## src/rx_port_pkg.sv

```systemverilog
// Purpose: Shared constants and types of the receive parallel output port.
// Assumes: One system clock; clock-source edges arrive as one-cycle ticks.
// Notes: Field positions describe the raw character and the status word.
`default_nettype none
package rx_port_pkg;

  localparam int RAW_W = 10;
  localparam int DATA_W = 8;
  localparam int STAT_W = 3;
  localparam int FIFO_DEPTH = 4;

  // Raw character split in decoder-bypass mode
  localparam int RAW_HIGH_LSB = 2;
  localparam int RAW_LOW_W = 2;
  localparam int STAT_COMMA_BIT = 2;

  // Configuration latch encodings
  localparam logic SRC_RECOVERED = 1'b0;
  localparam logic SRC_REFERENCE = 1'b1;
  localparam logic RATE_FULL = 1'b0;
  localparam logic RATE_HALF = 1'b1;

  // Reset values of the configuration latches
  localparam logic CLK_SRC_RST = 1'b0;
  localparam logic RATE_RST = 1'b0;
  localparam logic REF_HALF_RST = 1'b0;
  localparam logic BYPASS_RST = 1'b0;

  localparam logic [DATA_W-1:0] DATA_RST = 8'h00;
  localparam logic [STAT_W-1:0] STAT_RST = 3'h0;

  // How the interface clock is built from the selected source
  typedef enum logic [2:0] {
    CLK_MODE_FOLLOW = 3'b001,
    CLK_MODE_DIVIDE = 3'b010,
    CLK_MODE_REFCOPY = 3'b100
  } clk_mode_t;

endpackage : rx_port_pkg
`default_nettype wire

```

## src/rx_clock_if.sv

```systemverilog
// Purpose: Carries source edges and mode to the clock stage, and its outputs.
// Assumes: All signals are synchronous to the system clock.
// Notes: The control side drives ticks and mode; the stage returns levels and the update strobe.
`timescale 1ns/1ps
`default_nettype none
interface rx_clock_if;
  import rx_port_pkg::*;
  logic edge_tick;
  logic edge_rise;
  clk_mode_t mode;
  logic clk_level;
  logic clk_level_n;
  logic char_strobe;

  modport ctrl (
    output edge_tick, edge_rise, mode,
    input clk_level, clk_level_n, char_strobe
  );
  modport stage (
    input edge_tick, edge_rise, mode,
    output clk_level, clk_level_n, char_strobe
  );
endinterface : rx_clock_if
`default_nettype wire

```

## src/rx_char_fifo.sv

```systemverilog
// Purpose: Small character buffer between the decoder and the output register.
// Assumes: Drain side may stall; fill side must honour in_ready.
// Notes: in_ready is a register so it can reach a top-level pin directly.
`timescale 1ns/1ps
`default_nettype none
module rx_char_fifo #(
  parameter int WIDTH = 11,
  parameter int DEPTH = 4
) (
  input wire logic clk, // System clock
  input wire logic rst, // Synchronous reset
  input wire logic in_valid, // Word offered
  output logic in_ready, // Room for a word
  input wire logic [WIDTH-1:0] in_data, // Word in
  output logic out_valid, // Word available
  input wire logic out_ready, // Drain takes word
  output logic [WIDTH-1:0] out_data // Oldest word
);
  localparam int PTR_W = (DEPTH > 1) ? $clog2(DEPTH) : 1;
  localparam int CNT_W = $clog2(DEPTH + 1);

  logic [WIDTH-1:0] mem_reg [DEPTH];
  logic [PTR_W-1:0] wr_ptr_reg, rd_ptr_reg, wr_ptr_next, rd_ptr_next;
  logic [CNT_W-1:0] count_reg, count_next;
  logic ready_reg;
  wire push = in_valid & ready_reg;
  wire pop = out_valid & out_ready;

  assign wr_ptr_next = (wr_ptr_reg == PTR_W'(DEPTH - 1)) ? '0
                       : wr_ptr_reg + PTR_W'(1);
  assign rd_ptr_next = (rd_ptr_reg == PTR_W'(DEPTH - 1)) ? '0
                       : rd_ptr_reg + PTR_W'(1);
  assign count_next = count_reg + CNT_W'(push) - CNT_W'(pop);
  assign in_ready = ready_reg;
  assign out_valid = (count_reg != '0);
  assign out_data = mem_reg[rd_ptr_reg];

  always_ff @(posedge clk) begin
    if (rst) begin
      wr_ptr_reg <= '0;
      rd_ptr_reg <= '0;
      count_reg <= '0;
      ready_reg <= 1'b1;
    end else begin
      if (push) wr_ptr_reg <= wr_ptr_next;
      if (pop) rd_ptr_reg <= rd_ptr_next;
      count_reg <= count_next;
      ready_reg <= (count_next != CNT_W'(DEPTH));
    end
  end

  // Storage needs no reset; pointers guard stale words
  always_ff @(posedge clk) begin
    if (push) mem_reg[wr_ptr_reg] <= in_data;
  end
endmodule : rx_char_fifo
`default_nettype wire

```

## src/rx_clock_stage.sv

```systemverilog
// Purpose: Builds the true and complement interface clock and the update strobe.
// Assumes: edge_tick marks each edge of the selected source clock.
// Notes: Clock levels are registered in the same edge as the data register.
`timescale 1ns/1ps
`default_nettype none
module rx_clock_stage
  import rx_port_pkg::*;
(
  input wire logic clk, // System clock
  input wire logic rst, // Synchronous reset
  rx_clock_if.stage link // Source ticks in, clock levels out
);
  logic level_reg, level_next;
  logic level_n_reg;
  wire rise_tick = link.edge_tick & link.edge_rise;
  wire follow_level = link.edge_tick ? link.edge_rise : level_reg;
  wire divide_level = rise_tick ? ~level_reg : level_reg;

  // Divide halves the rate; follow and copy track the source edges
  assign level_next = (link.mode == CLK_MODE_DIVIDE) ? divide_level
                      : follow_level;
  // Half-rate copy of the reference updates data on every edge
  assign link.char_strobe = (link.mode == CLK_MODE_REFCOPY) ? link.edge_tick
                            : rise_tick;
  assign link.clk_level = level_reg;
  assign link.clk_level_n = level_n_reg;

  always_ff @(posedge clk) begin
    if (rst) begin
      level_reg <= 1'b0;
      level_n_reg <= 1'b1;
    end else begin
      level_reg <= level_next;
      level_n_reg <= ~level_next;
    end
  end
endmodule : rx_clock_stage
`default_nettype wire

```

## src/rx_parallel_output_port.sv

```systemverilog
// Purpose: Receive parallel output port of one channel: data, status, clocks.
// Assumes: Source clock edges, decoder results and config writes arrive on CLK.
// Notes: A FIFO decouples decoder timing from the output clock strobe.
//
// Overview of operation
// Data outputs change only in step with the selected interface clock.
// A configuration latch chooses the source of the interface clock.
// At full rate the clock runs at character rate, data on the true rise.
// At half rate the clock runs at half character rate, data on both edges.
// In bypass the two low raw bits appear on the two low status bits.
// In bypass the top status bit flags a comma in the output register.
// With the decoder on, the status bits carry the decoder status code.
// Outside the R12 case, the clocks run continuously at the rate chosen by the rate latch.
// From the reference, the clock out is a copy or divided copy of it.
// A full-rate reference leaves the output rate to the rate latch.
// A half-rate reference with source zero leaves rate to the rate latch.
// A half-rate reference with source one runs at reference rate.
// Host logic may capture with either the reference or output clock.
// Source latch zero selects the clock recovered from the serial data.
// A half-rate reference updates outputs on both reference edges.
// Bypass puts the upper eight raw bits on data, else decoded data.
`timescale 1ns/1ps
`default_nettype none
module rx_parallel_output_port
  import rx_port_pkg::*;
#(
  parameter int BUF_DEPTH = FIFO_DEPTH
) (
  input wire logic CLK, // System clock, 40 MHz
  input wire logic RST, // Synchronous reset, active high
  input wire logic REC_EDGE_TICK, // Recovered clock edge seen
  input wire logic REC_EDGE_RISE, // That edge was rising
  input wire logic REF_EDGE_TICK, // Reference clock edge seen
  input wire logic REF_EDGE_RISE, // That edge was rising
  input wire logic CFG_WRITE, // Load configuration latches
  input wire logic CFG_CLK_SRC_SEL, // 0 recovered, 1 reference
  input wire logic CFG_RATE_SEL, // 0 character, 1 dual-character
  input wire logic CFG_REFCLK_HALF, // Reference runs at half rate
  input wire logic CFG_DECODER_BYPASS, // Pass raw characters
  input wire logic RX_IN_VALID, // Received character offered
  output logic RX_IN_READY, // Buffer can take it
  input wire logic [RAW_W-1:0] RX_IN_RAW, // Raw 10-bit character
  input wire logic [DATA_W-1:0] RX_IN_DECODED, // Decoded character
  input wire logic [STAT_W-1:0] RX_IN_STATUS_CODE, // Decoder status
  input wire logic RX_IN_IS_COMMA, // Raw character is a comma
  output logic [DATA_W-1:0] RX_PARALLEL_DATA, // Received data
  output logic [STAT_W-1:0] RX_CHAR_STATUS, // Received status
  output logic RX_INTERFACE_CLOCK_OUT_TRUE, // Interface clock, true
  output logic RX_INTERFACE_CLOCK_OUT_COMP, // Interface clock, complement
  output logic RX_CLOCK_SOURCE_SELECT, // Source latch value
  output logic RX_CLOCK_RATE_SELECT, // Rate latch value
  output logic RX_CHAR_MISSED // Strobe found buffer empty
);
  localparam int WORD_W = DATA_W + STAT_W;

  // Configuration latches
  logic src_sel_reg, rate_sel_reg, ref_half_reg, bypass_reg;
  // Output register
  logic [DATA_W-1:0] data_reg, data_next;
  logic [STAT_W-1:0] stat_reg, stat_next;
  logic missed_reg, missed_next;

  rx_clock_if clk_link ();

  // Buffer traffic
  logic fifo_in_ready;
  logic fifo_out_valid;
  logic [WORD_W-1:0] fifo_out_data;
  logic [WORD_W-1:0] fifo_in_data;

  // Character formatting at the buffer input
  wire [DATA_W-1:0] bypass_data = RX_IN_RAW[RAW_HIGH_LSB +: DATA_W];
  wire [STAT_W-1:0] bypass_stat = {RX_IN_IS_COMMA,
                                   RX_IN_RAW[RAW_LOW_W-1:0]};
  wire [DATA_W-1:0] char_data = bypass_reg ? bypass_data
                                : RX_IN_DECODED;
  // Comma flag rides with its own character into the output register
  wire [STAT_W-1:0] char_stat = bypass_reg ? bypass_stat // see R5
                                : RX_IN_STATUS_CODE;
  assign fifo_in_data = {char_data, char_stat};

  // Clock source and mode selection
  wire use_reference = (src_sel_reg == SRC_REFERENCE);
  wire ref_copy = use_reference & ref_half_reg;
  wire half_out = (rate_sel_reg == RATE_HALF);
  wire src_tick = use_reference ? REF_EDGE_TICK // see R2
                  : REC_EDGE_TICK;
  wire src_rise = use_reference ? REF_EDGE_RISE : REC_EDGE_RISE;
  // Rate latch ignored only for a half-rate reference copy
  wire [2:0] mode_bits = ref_copy ? CLK_MODE_REFCOPY // see R12
                         : half_out ? CLK_MODE_DIVIDE // see R4
                         : CLK_MODE_FOLLOW; // see R3 see R10

  assign clk_link.edge_tick = src_tick;
  assign clk_link.edge_rise = src_rise;
  assign clk_link.mode = clk_mode_t'(mode_bits);

  rx_clock_stage u_clock_stage (
    .clk (CLK),
    .rst (RST),
    .link (clk_link.stage)
  );

  rx_char_fifo #(
    .WIDTH (WORD_W),
    .DEPTH (BUF_DEPTH)
  ) u_char_fifo (
    .clk (CLK),
    .rst (RST),
    .in_valid (RX_IN_VALID),
    .in_ready (fifo_in_ready),
    .in_data (fifo_in_data),
    .out_valid (fifo_out_valid),
    .out_ready (clk_link.char_strobe),
    .out_data (fifo_out_data)
  );

  // Output register loads only on the interface clock strobe
  wire strobe = clk_link.char_strobe;
  wire take = strobe & fifo_out_valid;
  assign data_next = take ? fifo_out_data[STAT_W +: DATA_W]
                     : data_reg;
  assign stat_next = take ? fifo_out_data[STAT_W-1:0] : stat_reg;
  // Empty buffer at a strobe holds the last character and flags it
  assign missed_next = strobe ? ~fifo_out_valid : missed_reg;

  always_ff @(posedge CLK) begin
    if (RST) begin
      src_sel_reg <= CLK_SRC_RST;
      rate_sel_reg <= RATE_RST;
      ref_half_reg <= REF_HALF_RST;
      bypass_reg <= BYPASS_RST;
    end else if (CFG_WRITE) begin
      src_sel_reg <= CFG_CLK_SRC_SEL;
      rate_sel_reg <= CFG_RATE_SEL;
      ref_half_reg <= CFG_REFCLK_HALF;
      bypass_reg <= CFG_DECODER_BYPASS;
    end
  end

  always_ff @(posedge CLK) begin
    if (RST) begin
      data_reg <= DATA_RST;
      stat_reg <= STAT_RST;
      missed_reg <= 1'b0;
    end else begin
      data_reg <= data_next;
      stat_reg <= stat_next;
      missed_reg <= missed_next;
    end
  end

  assign RX_IN_READY = fifo_in_ready;
  assign RX_PARALLEL_DATA = data_reg;
  assign RX_CHAR_STATUS = stat_reg;
  assign RX_INTERFACE_CLOCK_OUT_TRUE = clk_link.clk_level;
  assign RX_INTERFACE_CLOCK_OUT_COMP = clk_link.clk_level_n;
  assign RX_CLOCK_SOURCE_SELECT = src_sel_reg;
  assign RX_CLOCK_RATE_SELECT = rate_sel_reg;
  assign RX_CHAR_MISSED = missed_reg;
endmodule : rx_parallel_output_port
`default_nettype wire

```

## config.mk

```make
export PLATFORM = sky130hd
export DESIGN_NAME = rx_parallel_output_port
export DESIGN_NICKNAME = d
export VERILOG_FILES = /design/src/rx_port_pkg.sv /design/src/rx_clock_if.sv /design/src/rx_char_fifo.sv /design/src/rx_clock_stage.sv /design/src/rx_parallel_output_port.sv
export SDC_FILE = /design/constraint.sdc
export NUM_CORES = 1
export LEC_CHECK = 0
export BUFFER_PORTS_ARGS = -buffer_cell sky130_fd_sc_hd__buf_4
export CAP_MARGIN = 15
export CORE_MARGIN = 2
export CORE_UTILIZATION = 28
export DETAILED_ROUTE_END_ITERATION = 10
export PLACE_DENSITY = 0.47
export SETUP_SLACK_MARGIN = 0.1
export SYNTH_ARGS = -nofsm -noshare
export SYNTH_HDL_FRONTEND = slang
export SYNTH_SLANG_ARGS = --single-unit
export TNS_END_PERCENT = 5
```

## constraint.sdc

```tcl
create_clock -name CLK -period 6 [get_ports CLK]
set_input_delay 1.5 -clock CLK [delete_from_list [all_inputs] [get_ports CLK]]
set_output_delay 1.5 -clock CLK [all_outputs]
set_load 0.02 [all_outputs]
```

== Word-level counts from Yosys, hierarchy flattened ==
Memory sizes are Yosys's and may differ from the RTL's. A register that Yosys moved wholly into a read port is not among the register bits.
Index checks and enable logic that the tools add are counted.
Storage, ports and cells
  register bits after elaboration: 15
  memory bits (writable): 44
  input bits: 34
  output and inout bits: 17
  logic and storage cells: 43
  memories kept: 1
Memory list
  u_char_fifo.mem_reg: depth 4, bits a word 11, rd ports 1, clocked after Yosys merged registers in 1, wr ports 1, RTL line rx_char_fifo.sv:22  | logic [WIDTH-1:0] mem_reg [DEPTH];
Cells by class
  add/sub/neg operators: 4
  equality and inequality tests: 5
  muxes and demuxes: 14
  bitwise logic cells: 7
  reduce and logical (&&, ||, !) cells: 1
Operators with widths (count)
  $mux 1: 8
  $mux 8: 1
  $mux 2: 3
  $mux 3: 2
  $add 2x1->2 const B: 2
  $and 1x1->1: 4
  $eq 2x2->1 const B: 2
  $add 3x1->3: 1
  $eq 3x2->1 const B: 1
  $eq 3x3->1 const B: 1
  $ne 3x3->1 const B: 1
  $not 1->1: 3
  $reduce_bool 3->1: 1
  $sub 3x1->3: 1

== Logic depth before layout (Yosys ltp) ==
Gate-level depths: netlist of run 1.
  word-level depth: 7
  mapped depth: 11
  gate-level depth less buffers: 10

== Hierarchy ==
A second synthesis of run 1 with hierarchy kept.
Unflattened totals
  cell total of the unflattened synthesis: 200
  area, all modules: 3109.2 um^2
Modules (own cells, without submodules)
  rx_char_fifo: instances 1, cells each 105, area an instance 2095.8 um^2, sequential area each 1521.5 um^2
  rx_parallel_output_port: instances 1, cells each 83, area an instance 908.4 um^2, sequential area each 320.3 um^2
  rx_clock_stage: instances 1, cells each 12, area an instance 105.1 um^2, sequential area each 40.0 um^2

== Worst setup path after synthesis of run 1 ==
No wires, ideal clock.
  path type: input port to flip-flop
  from: in REF_EDGE_RISE
  to: reg u_char_fifo.ready_reg (netlist: u_char_fifo.in_ready)
  library setup time: 122 ps
  data arrival time: 3009 ps
  required time: 5878 ps
  setup slack: 2868 ps
  cell stages on the path: 10
  buffers on the path: 0
  path through: o211ai_2 -> a21oi_2 -> ha_1 -> inv_1 -> ha_1 -> inv_1 -> fa_1 -> xnor3_1 -> nor2_1 -> nand3b_1
On the way
  word-level cells in the longest chain between the ends: 6
RTL lines
  start: declaration: RTL line rx_parallel_output_port.sv:34  | input wire logic REF_EDGE_RISE,
  $mux 1: RTL line rx_parallel_output_port.sv:88  | wire src_rise = use_reference ? REF_EDGE_RISE : REC_EDGE_RISE;
  $and 1x1->1: RTL line rx_clock_stage.sv:15  | wire rise_tick = link.edge_tick & link.edge_rise;
  $mux 1: RTL line rx_clock_stage.sv:23  | assign link.char_strobe = (link.mode == CLK_MODE_REFCOPY) ? link.edge_tick
  $and 1x1->1
  via take: RTL line rx_parallel_output_port.sv:120  | wire take = strobe & fifo_out_valid;
  $sub 3x1->3: RTL line rx_char_fifo.sv:33  | assign count_next = count_reg + CNT_W'(push) - CNT_W'(pop);
  $ne 3x3->1: RTL line rx_char_fifo.sv:48  | ready_reg <= (count_next != CNT_W'(DEPTH));
  end signal: assignment: RTL line rx_char_fifo.sv:48
  end: declaration: RTL line rx_char_fifo.sv:25  | logic ready_reg;
The timed path passes the listed nets, and every way through them passes these cells.
A chain may end at the register's enable or synchronous reset.

== Worst setup path after layout of run 1 ==
Same ends and word-level chain as after synthesis.

==> metrics.csv, run 1 <==
stage,metric,value,unit
global_routing,first_global_vias,1948,
hold_path,hold_class,flip-flop to flip-flop,
setup_path,worst-setup-path-type,input pin to flip-flop,
synthesis,synth_top_area_share,42.7,%
cells_and_area,diodes,0,
floorplan,die_area,11900,µm²
floorplan,core.rowCount,38,
synthesis,ys_seq_area_share,59.5,%
synthesis,netlist_top_cells_count,"edfxtp_1, dfxtp_1, nand3_1",
clock_tree,cts-root-buf,clkbuf_8,
setup_path,startpoint,REF_EDGE_RISE,
synthesis,yosys_warnings,0,
setup_path,required,6.23,ns
pwr,pwr-share-comb,25.7,%
cells_and_area,largest_register_ffs,44,
pwr,p_leak,0.00144,µW
sta,rsz0062_at_grt,false,
sta,finalHoldViolations,0,
sta,drv_slew,0,
global_routing,gr-total-overflow,0,
clock_tree,clock_latency,0.34,ns
route,drtIter0Drc,119,
outcome,status,"finished, final reports clean",
floorplan,pin_count,51,
clock_tree,cts.reportedPaths.clkPinSlew,0.07,ns
sta,setup_viol,0,
synthesis,synthesis.nets,266,
clock_tree,cts_hold_buf,0,
synthesis,synth.avg_cell_area,13.8,µm²
global_routing,antenna_found_initial,0,
route,num_vias,1919,
pwr,max-vdd-ir-drop,107,µV
synthesis,syn_area,3090,µm²
clock_tree,cts_buffer_depth,2,
route,wirelength,6160,µm
cells_and_area,fillers,1077,
synthesis,synth_cell_types,30,
synthesis,synth.area.top_cells,"edfxtp_1, dfxtp_1, mux4_2, nand3_1, mux2_2",
clock_tree,cts_setup_buffers,0,
cells_and_area,nNetsFinal,314,
floorplan,core,10800,µm²
floorplan,die_w,109,µm
setup_path,cp-start-kind,input pin,
clock_tree,cts.sinks,70,
place,place_congestion,0.699,
cells_and_area,drive_gt1_share,32.1,%
pwr,power_switching_share,31.6,%
hold_path,hold_start,RX_CHAR_MISSED,
global_routing,grt_util_all_layers,11.7,%
clock_tree,tritoncts,done,
pwr,cellPowerDensity,355,nW/µm²
route,postRouteAntennaNets,0,
pwr,p_seq_share,48.4,%
global_routing,grt_max_degree,26,
place,io_buffers,50,
setup_path,r2r-start,RX_CLOCK_SOURCE_SELECT,
global_routing,grt_pass1_wl,10100,µm
route,wl_per_cell,14.8,µm
clock_tree,cts_buffers,9,
synthesis,synthesis.instances,224,
sta,worst_slew_pin_slew,0.838,ns
clock_tree,cts-resized-gates,0,
sta,max_freq,296,MHz
cells_and_area,area_delta_synth_final,21.6,%
floorplan,start_util,28.7,%
synthesis,ys_ff_latch,70,
sta,min_period_over_period,56.2,%
sta,holdWs,0.485,ns
route,drt-vias-per-instance,4.60,
synthesis,synth_flop_cell,edfxtp_1,
clock_tree,h-tree-depth,3,
setup_path,arrival,3.60,ns
route,drt-pass1-iter-count,4,
sta,skew,0.00932,ns
synthesis,synth_largest_area_cell,edfxtp_1,
synthesis,ys_async_sr_fraction,0,%
place,dp_hpwl,4180,µm
setup_path,reg2reg_slack,3.46,ns
setup_path,critPathMaxFanout,13,
flow_run,cap_violations,0,
sta,period_needed,3.37,ns
setup_path,slowest_stage,o211ai_2,
setup_path,path_cells,buf_4 -> o211ai_2 -> a21oi_2 -> ha_1 -> inv_1 -> ha_1 -> inv_1 -> fa_1 -> xnor3_1 -> nor2_1 -> nand3b_1,
route,drc,0,
floorplan,die_y,109,µm
synthesis,synth_most_common_cell,edfxtp_1,
synthesis,synth_enable_flop_cells,44,
pwr,p_clk_share,26.0,%
sta,slew_headroom,44.0,%
setup_path,critPathCaptureType,flip-flop,
sta,setup_tns,0,ns
setup_path,max_stage_delay,0.50,ns
pwr,internal_power,913,µW
pwr,power_switching,422,µW
-- worst max-delay path: cells and delay by family --
kind            cells  cell delay [ns]
fa+ha+maj           3             0.80
compound gates      2             0.69
buf+inv             3             0.22
simple gates        2             0.21
xor+xnor            1             0.18
-- through the flow --
stage	setup WS [ns]	std cells	total power, µW	util (%)	instance area (µm²)
floorplan	2.87	224	883	-	3090
global placement	2.32	401	1000	33.2	3580
detailed placement	2.28	401	1010	33.2	3580
CTS	2.63	417	1360	34.8	3760
global route	2.45	417	1420	34.8	3760
finish	2.63	417	1330	34.8	3760
-- cell type report --
type                    count  area, µm²  share of cell area (%)
clock buffers               9        124                    3.29
clock inverters             7       55.1                    1.46
inverters                   7       26.3                   0.699
multi-input cells         133       1150                    30.7
flip-flops and latches     70       1840                    49.0
well taps                 140        175                    4.66
repair buffers             51        383                    10.2
-- logic make-up (layout without fill, tap and decap cells) --
family / count (synthesis) / after routing / synth area share [%]
buffers and inverters: 21 / 74 / 3.12
adder cells (fa/ha/maj): 8 / 8 / 3.48
flip-flops: 70 / 70 / 59.5
XOR/XNOR: 1 / 1 / 0.728
AO/OA/AOI/OAI: 19 / 19 / 5.10
AND/OR/NAND/NOR: 73 / 73 / 12.3
multiplexers: 32 / 32 / 15.7
-- layer usage --
metal / GRT usage, % / wire (µm)
met5: 0 / 0
met4: 4.95 / 88
met3: 3.47 / 287
met2: 18.0 / 2850
met1: 15.2 / 2940
-- placed cells by master (no fill, tap or decap), drive strengths merged --
cell type	count
clkinvlp	2
mux2i	8
a21oi	4
nand2	15
or3	1
ha	7
xnor3	1
edfxtp	44
inv	10
and3b	1
o211ai	1
fa	1
mux4	11
buf	51
clkinv	2
dfxtp	26
o2111ai	11
nand3	26
nor2	8
nor2b	13
nor3	2
mux2	13
o21ai	1
o211a	2
and3	5
nand3b	2
clkbuf	9
-- power by group through the flow --
| stage | clock (µW) | combinational [µW] | sequential (µW) |
|---|---|---|---|
| floorplan | 0 | 215 | 668 |
| global placement | 0 | 345 | 657 |
| detailed placement | 0 | 349 | 657 |
| CTS | 360 | 351 | 648 |
| global route | 380 | 382 | 658 |
| finish | 347 | 343 | 645 |
-- final timing paths --
path	cells past startpoint	to
setup / recovery	11	u_char_fifo.in_ready
hold / removal	2	RX_CHAR_MISSED
setup reg to reg	10	u_char_fifo.in_ready
hold reg to reg	2	RX_CHAR_MISSED
(Power assumes the default switching activity.)
==> inputs of run 2 (changes only) <==
--- a/config.mk
+++ b/config.mk
@@ -10,7 +10,7 @@
 export CORE_MARGIN = 2
 export CORE_UTILIZATION = 28
 export DETAILED_ROUTE_END_ITERATION = 10
-export PLACE_DENSITY = 0.47
+export PLACE_DENSITY = 0.49
 export SETUP_SLACK_MARGIN = 0.1
 export SYNTH_ARGS = -nofsm -noshare
 export SYNTH_HDL_FRONTEND = slang
==> constraint.sdc (replaced) <==
create_clock -name CLK -period 2.81 [get_ports CLK]
set_input_delay 0.7025 -clock CLK [delete_from_list [all_inputs] [get_ports CLK]]
set_output_delay 0.7025 -clock CLK [all_outputs]
set_load 0.02 [all_outputs]
==> run 2 against run 1 <==
Effect of this change: register-to-register slack worse by 2.9 ns; largest power group unchanged; worst hold slack better by 0.0021 ns; power is 120% higher; final cell count is 0.72% higher; critical path depth is 1 lower.
==> metrics.csv, run 2 (synthesis gave the netlist of run 1 again) <==
stage,metric,value,unit,change
clock_tree,cts_buffers,9,,unchanged
cells_and_area,drive_gt1_share,32.1,%,about the same
cells_and_area,diodes,0,,unchanged
setup_path,r2r_cells,10,,unchanged
sta,worst_slew_pin_slew,0.613,ns,was 0.838 ns
route,postRouteAntennaNets,0,,unchanged
setup_path,slowest_stage,dfxtp_1,,was o211ai_2
sta,rsz0062_at_grt,false,,unchanged
setup_path,required,3.04,ns,was 6.23 ns
floorplan,die_w,109,µm,unchanged
floorplan,core.rowCount,38,,unchanged
clock_tree,cts-root-buf,clkbuf_8,,unchanged
cells_and_area,instances_no_fill,420,,was 417
sta,min_period_over_period,81.0,%,
global_routing,grt_pass1_wl,9990,µm,was 10100 µm
sta,setup_viol,0,,unchanged
pwr,max-vdd-ir-drop,235,µV,was 107 µV
global_routing,grt_util_all_layers,11.3,%,was 11.7%
place,place_congestion,0.710,,was 0.699
cells_and_area,nNetsFinal,317,,was 314
sta,skew,0.00553,ns,was 0.00932 ns
global_routing,antenna_found_initial,0,,unchanged
place,place_area,3600,µm²,was 3580 µm²
floorplan,start_util,28.7,%,unchanged
route,wl_per_cell,14.7,µm,was 14.8 µm
place,io_buffers,50,,unchanged
cells_and_area,fin_area,3790,µm²,was 3760 µm²
flow_run,cap_violations,0,,unchanged
floorplan,pin_count,51,,unchanged
floorplan,die_area,11900,µm²,unchanged
route,drt-pass1-iter-count,4,,unchanged
setup_path,max_stage_delay,0.50,ns,about the same
global_routing,gr-total-overflow,0,,unchanged
floorplan,die_y,109,µm,unchanged
setup_path,arrival,2.50,ns,was 3.60 ns
setup_path,cp-start-kind,flip-flop,,was input pin
place,dp_hpwl,4220,µm,was 4180 µm
clock_tree,cts-resized-gates,0,,unchanged
hold_path,min_path_cells,2,,unchanged
global_routing,first_global_vias,1908,,was 1948
cells_and_area,final_common_cell,buf_4,,unchanged
clock_tree,cts_buffer_depth,2,,unchanged
clock_tree,cts.reportedPaths.clkPinSlew,0.07,ns,about the same
sta,drv_slew,0,,unchanged
place,dp.cells,404,,was 401
sta,max_freq,439,MHz,
clock_tree,cts.sinks,70,,unchanged
route,drt-vias-per-instance,4.57,,was 4.60
clock_tree,h-tree-depth,3,,unchanged
setup_path,worst-setup-path-type,flip-flop to flip-flop,,was input pin to flip-flop
global_routing,grt_max_degree,26,,unchanged
clock_tree,tritoncts,done,,unchanged
outcome,status,"finished, final reports clean",,unchanged
setup_path,critPathMaxFanout,9,,was 13
cells_and_area,area_delta_synth_final,22.7,%,was 21.6%
route,drc,0,,unchanged
sta,setup_tns,0,ns,unchanged
pwr,cellPowerDensity,764,nW/µm²,was 355 nW/µm²
cells_and_area,fin_util,35.1,%,was 34.8%
sta,period_needed,2.28,ns,
setup_path,critPathCaptureType,flip-flop,,unchanged
sta,finalHoldViolations,0,,unchanged
route,drtIter0Drc,82,,was 119
sta,slew_headroom,59.1,%,was 44.0%
hold_path,hold_class,flip-flop to flip-flop,,unchanged
cells_and_area,layout_common_cells,"buf_4, edfxtp_1, dfxtp_1, nand3_1, nand2_1",,unchanged
clock_tree,cts_hold_buf,0,,unchanged
pwr,p_leak,0.00146,µW,was 0.00144 µW
cells_and_area,largest_register_ffs,44,,unchanged
setup_path,path_cells,o211ai_2 -> a21oi_2 -> ha_1 -> inv_1 -> ha_1 -> inv_1 -> fa_1 -> xnor3_1 -> nor2_1 -> nand3b_1,,was buf_4 -> o211ai_2 -> a21oi_2 -> ha_1 -> inv_1 -> ha_1 -> inv_1 -> fa_1 -> xnor3_1 -> nor2_1 -> nand3b_1
floorplan,core,10800,µm²,unchanged
clock_tree,clock_latency,0.34,ns,about the same
route,num_vias,1921,,was 1919
route,wirelength,6170,µm,was 6160 µm
clock_tree,cts_setup_buffers,0,,unchanged
-- run 2: cell types whose count changed in the layout (fill, tap and decap cells not counted) --
cell / previous run / this run
buf_4: 51 / 54
bufinv_16: 0 / 1
clkbuf_1: 0 / 1
clkinv_1: 0 / 1
inv_6: 3 / 0
-- run 2: worst paths after layout --
kind / startpoint / end / slack [ns]
worst max-delay path: RX_CLOCK_SOURCE_SELECT / u_char_fifo.in_ready / 0.53
worst min-delay path: RX_CHAR_MISSED / RX_CHAR_MISSED / 0.49
worst max register to register: RX_CLOCK_SOURCE_SELECT / u_char_fifo.in_ready / 0.53
worst min register to register: RX_CHAR_MISSED / RX_CHAR_MISSED / 0.49
-- run 2: layer usage --
| layer | up-vias | global-route usage [%] | wire (µm) |
|---|---|---|---|
| met3 | 11 | 3.11 | 296 |
| met4 | 0 | 5.77 | 131 |
| met1 | 909 | 14.8 | 2940 |
| met5 | - | 0 | 0 |
| li1 | 950 | - | - |
| met2 | 51 | 17.1 | 2800 |
-- run 2: layout make-up --
type,instances,area (µm²)
fillers,1052,7000
flip-flops and latches,70,1840
multi-input cells,133,1150
repair buffers,54,405
well taps,140,175
clock buffers,10,128
clock inverters,6,62.6
inverters,7,26.3
-- run 2: stage by stage --
| step | hold WS, ns | power (µW) | worst slack, ns |
|---|---|---|---|
| 3_5_place_dp | 0.488 | 2150 | 0.253 |
| 4_1_cts | 0.500 | 2950 | 0.494 |
| 2_1_floorplan | 0.469 | 1880 | 0.476 |
| 6_report | 0.488 | 2900 | 0.533 |
| 5_1_grt | 0.520 | 3080 | 0.327 |
| 3_3_place_gp | 0.481 | 2150 | 0.295 |
-- run 2: critical path: cells and delay by family, from the launching register on --
family                     cells  cell delay (ns)
buffers and inverters          2             0.10
xor gates and xnor gates       1             0.18
AOI/OAI and AO/OA              2             0.41
DFF                            1             0.50
and+or+nand+nor                2             0.21
adders and majority gates      3             0.75
-- run 2: report_power, final --
part	internal, µW	switching [µW]
combinational	356	405
sequential	1270	86.5
clock	407	372
total	2030	863
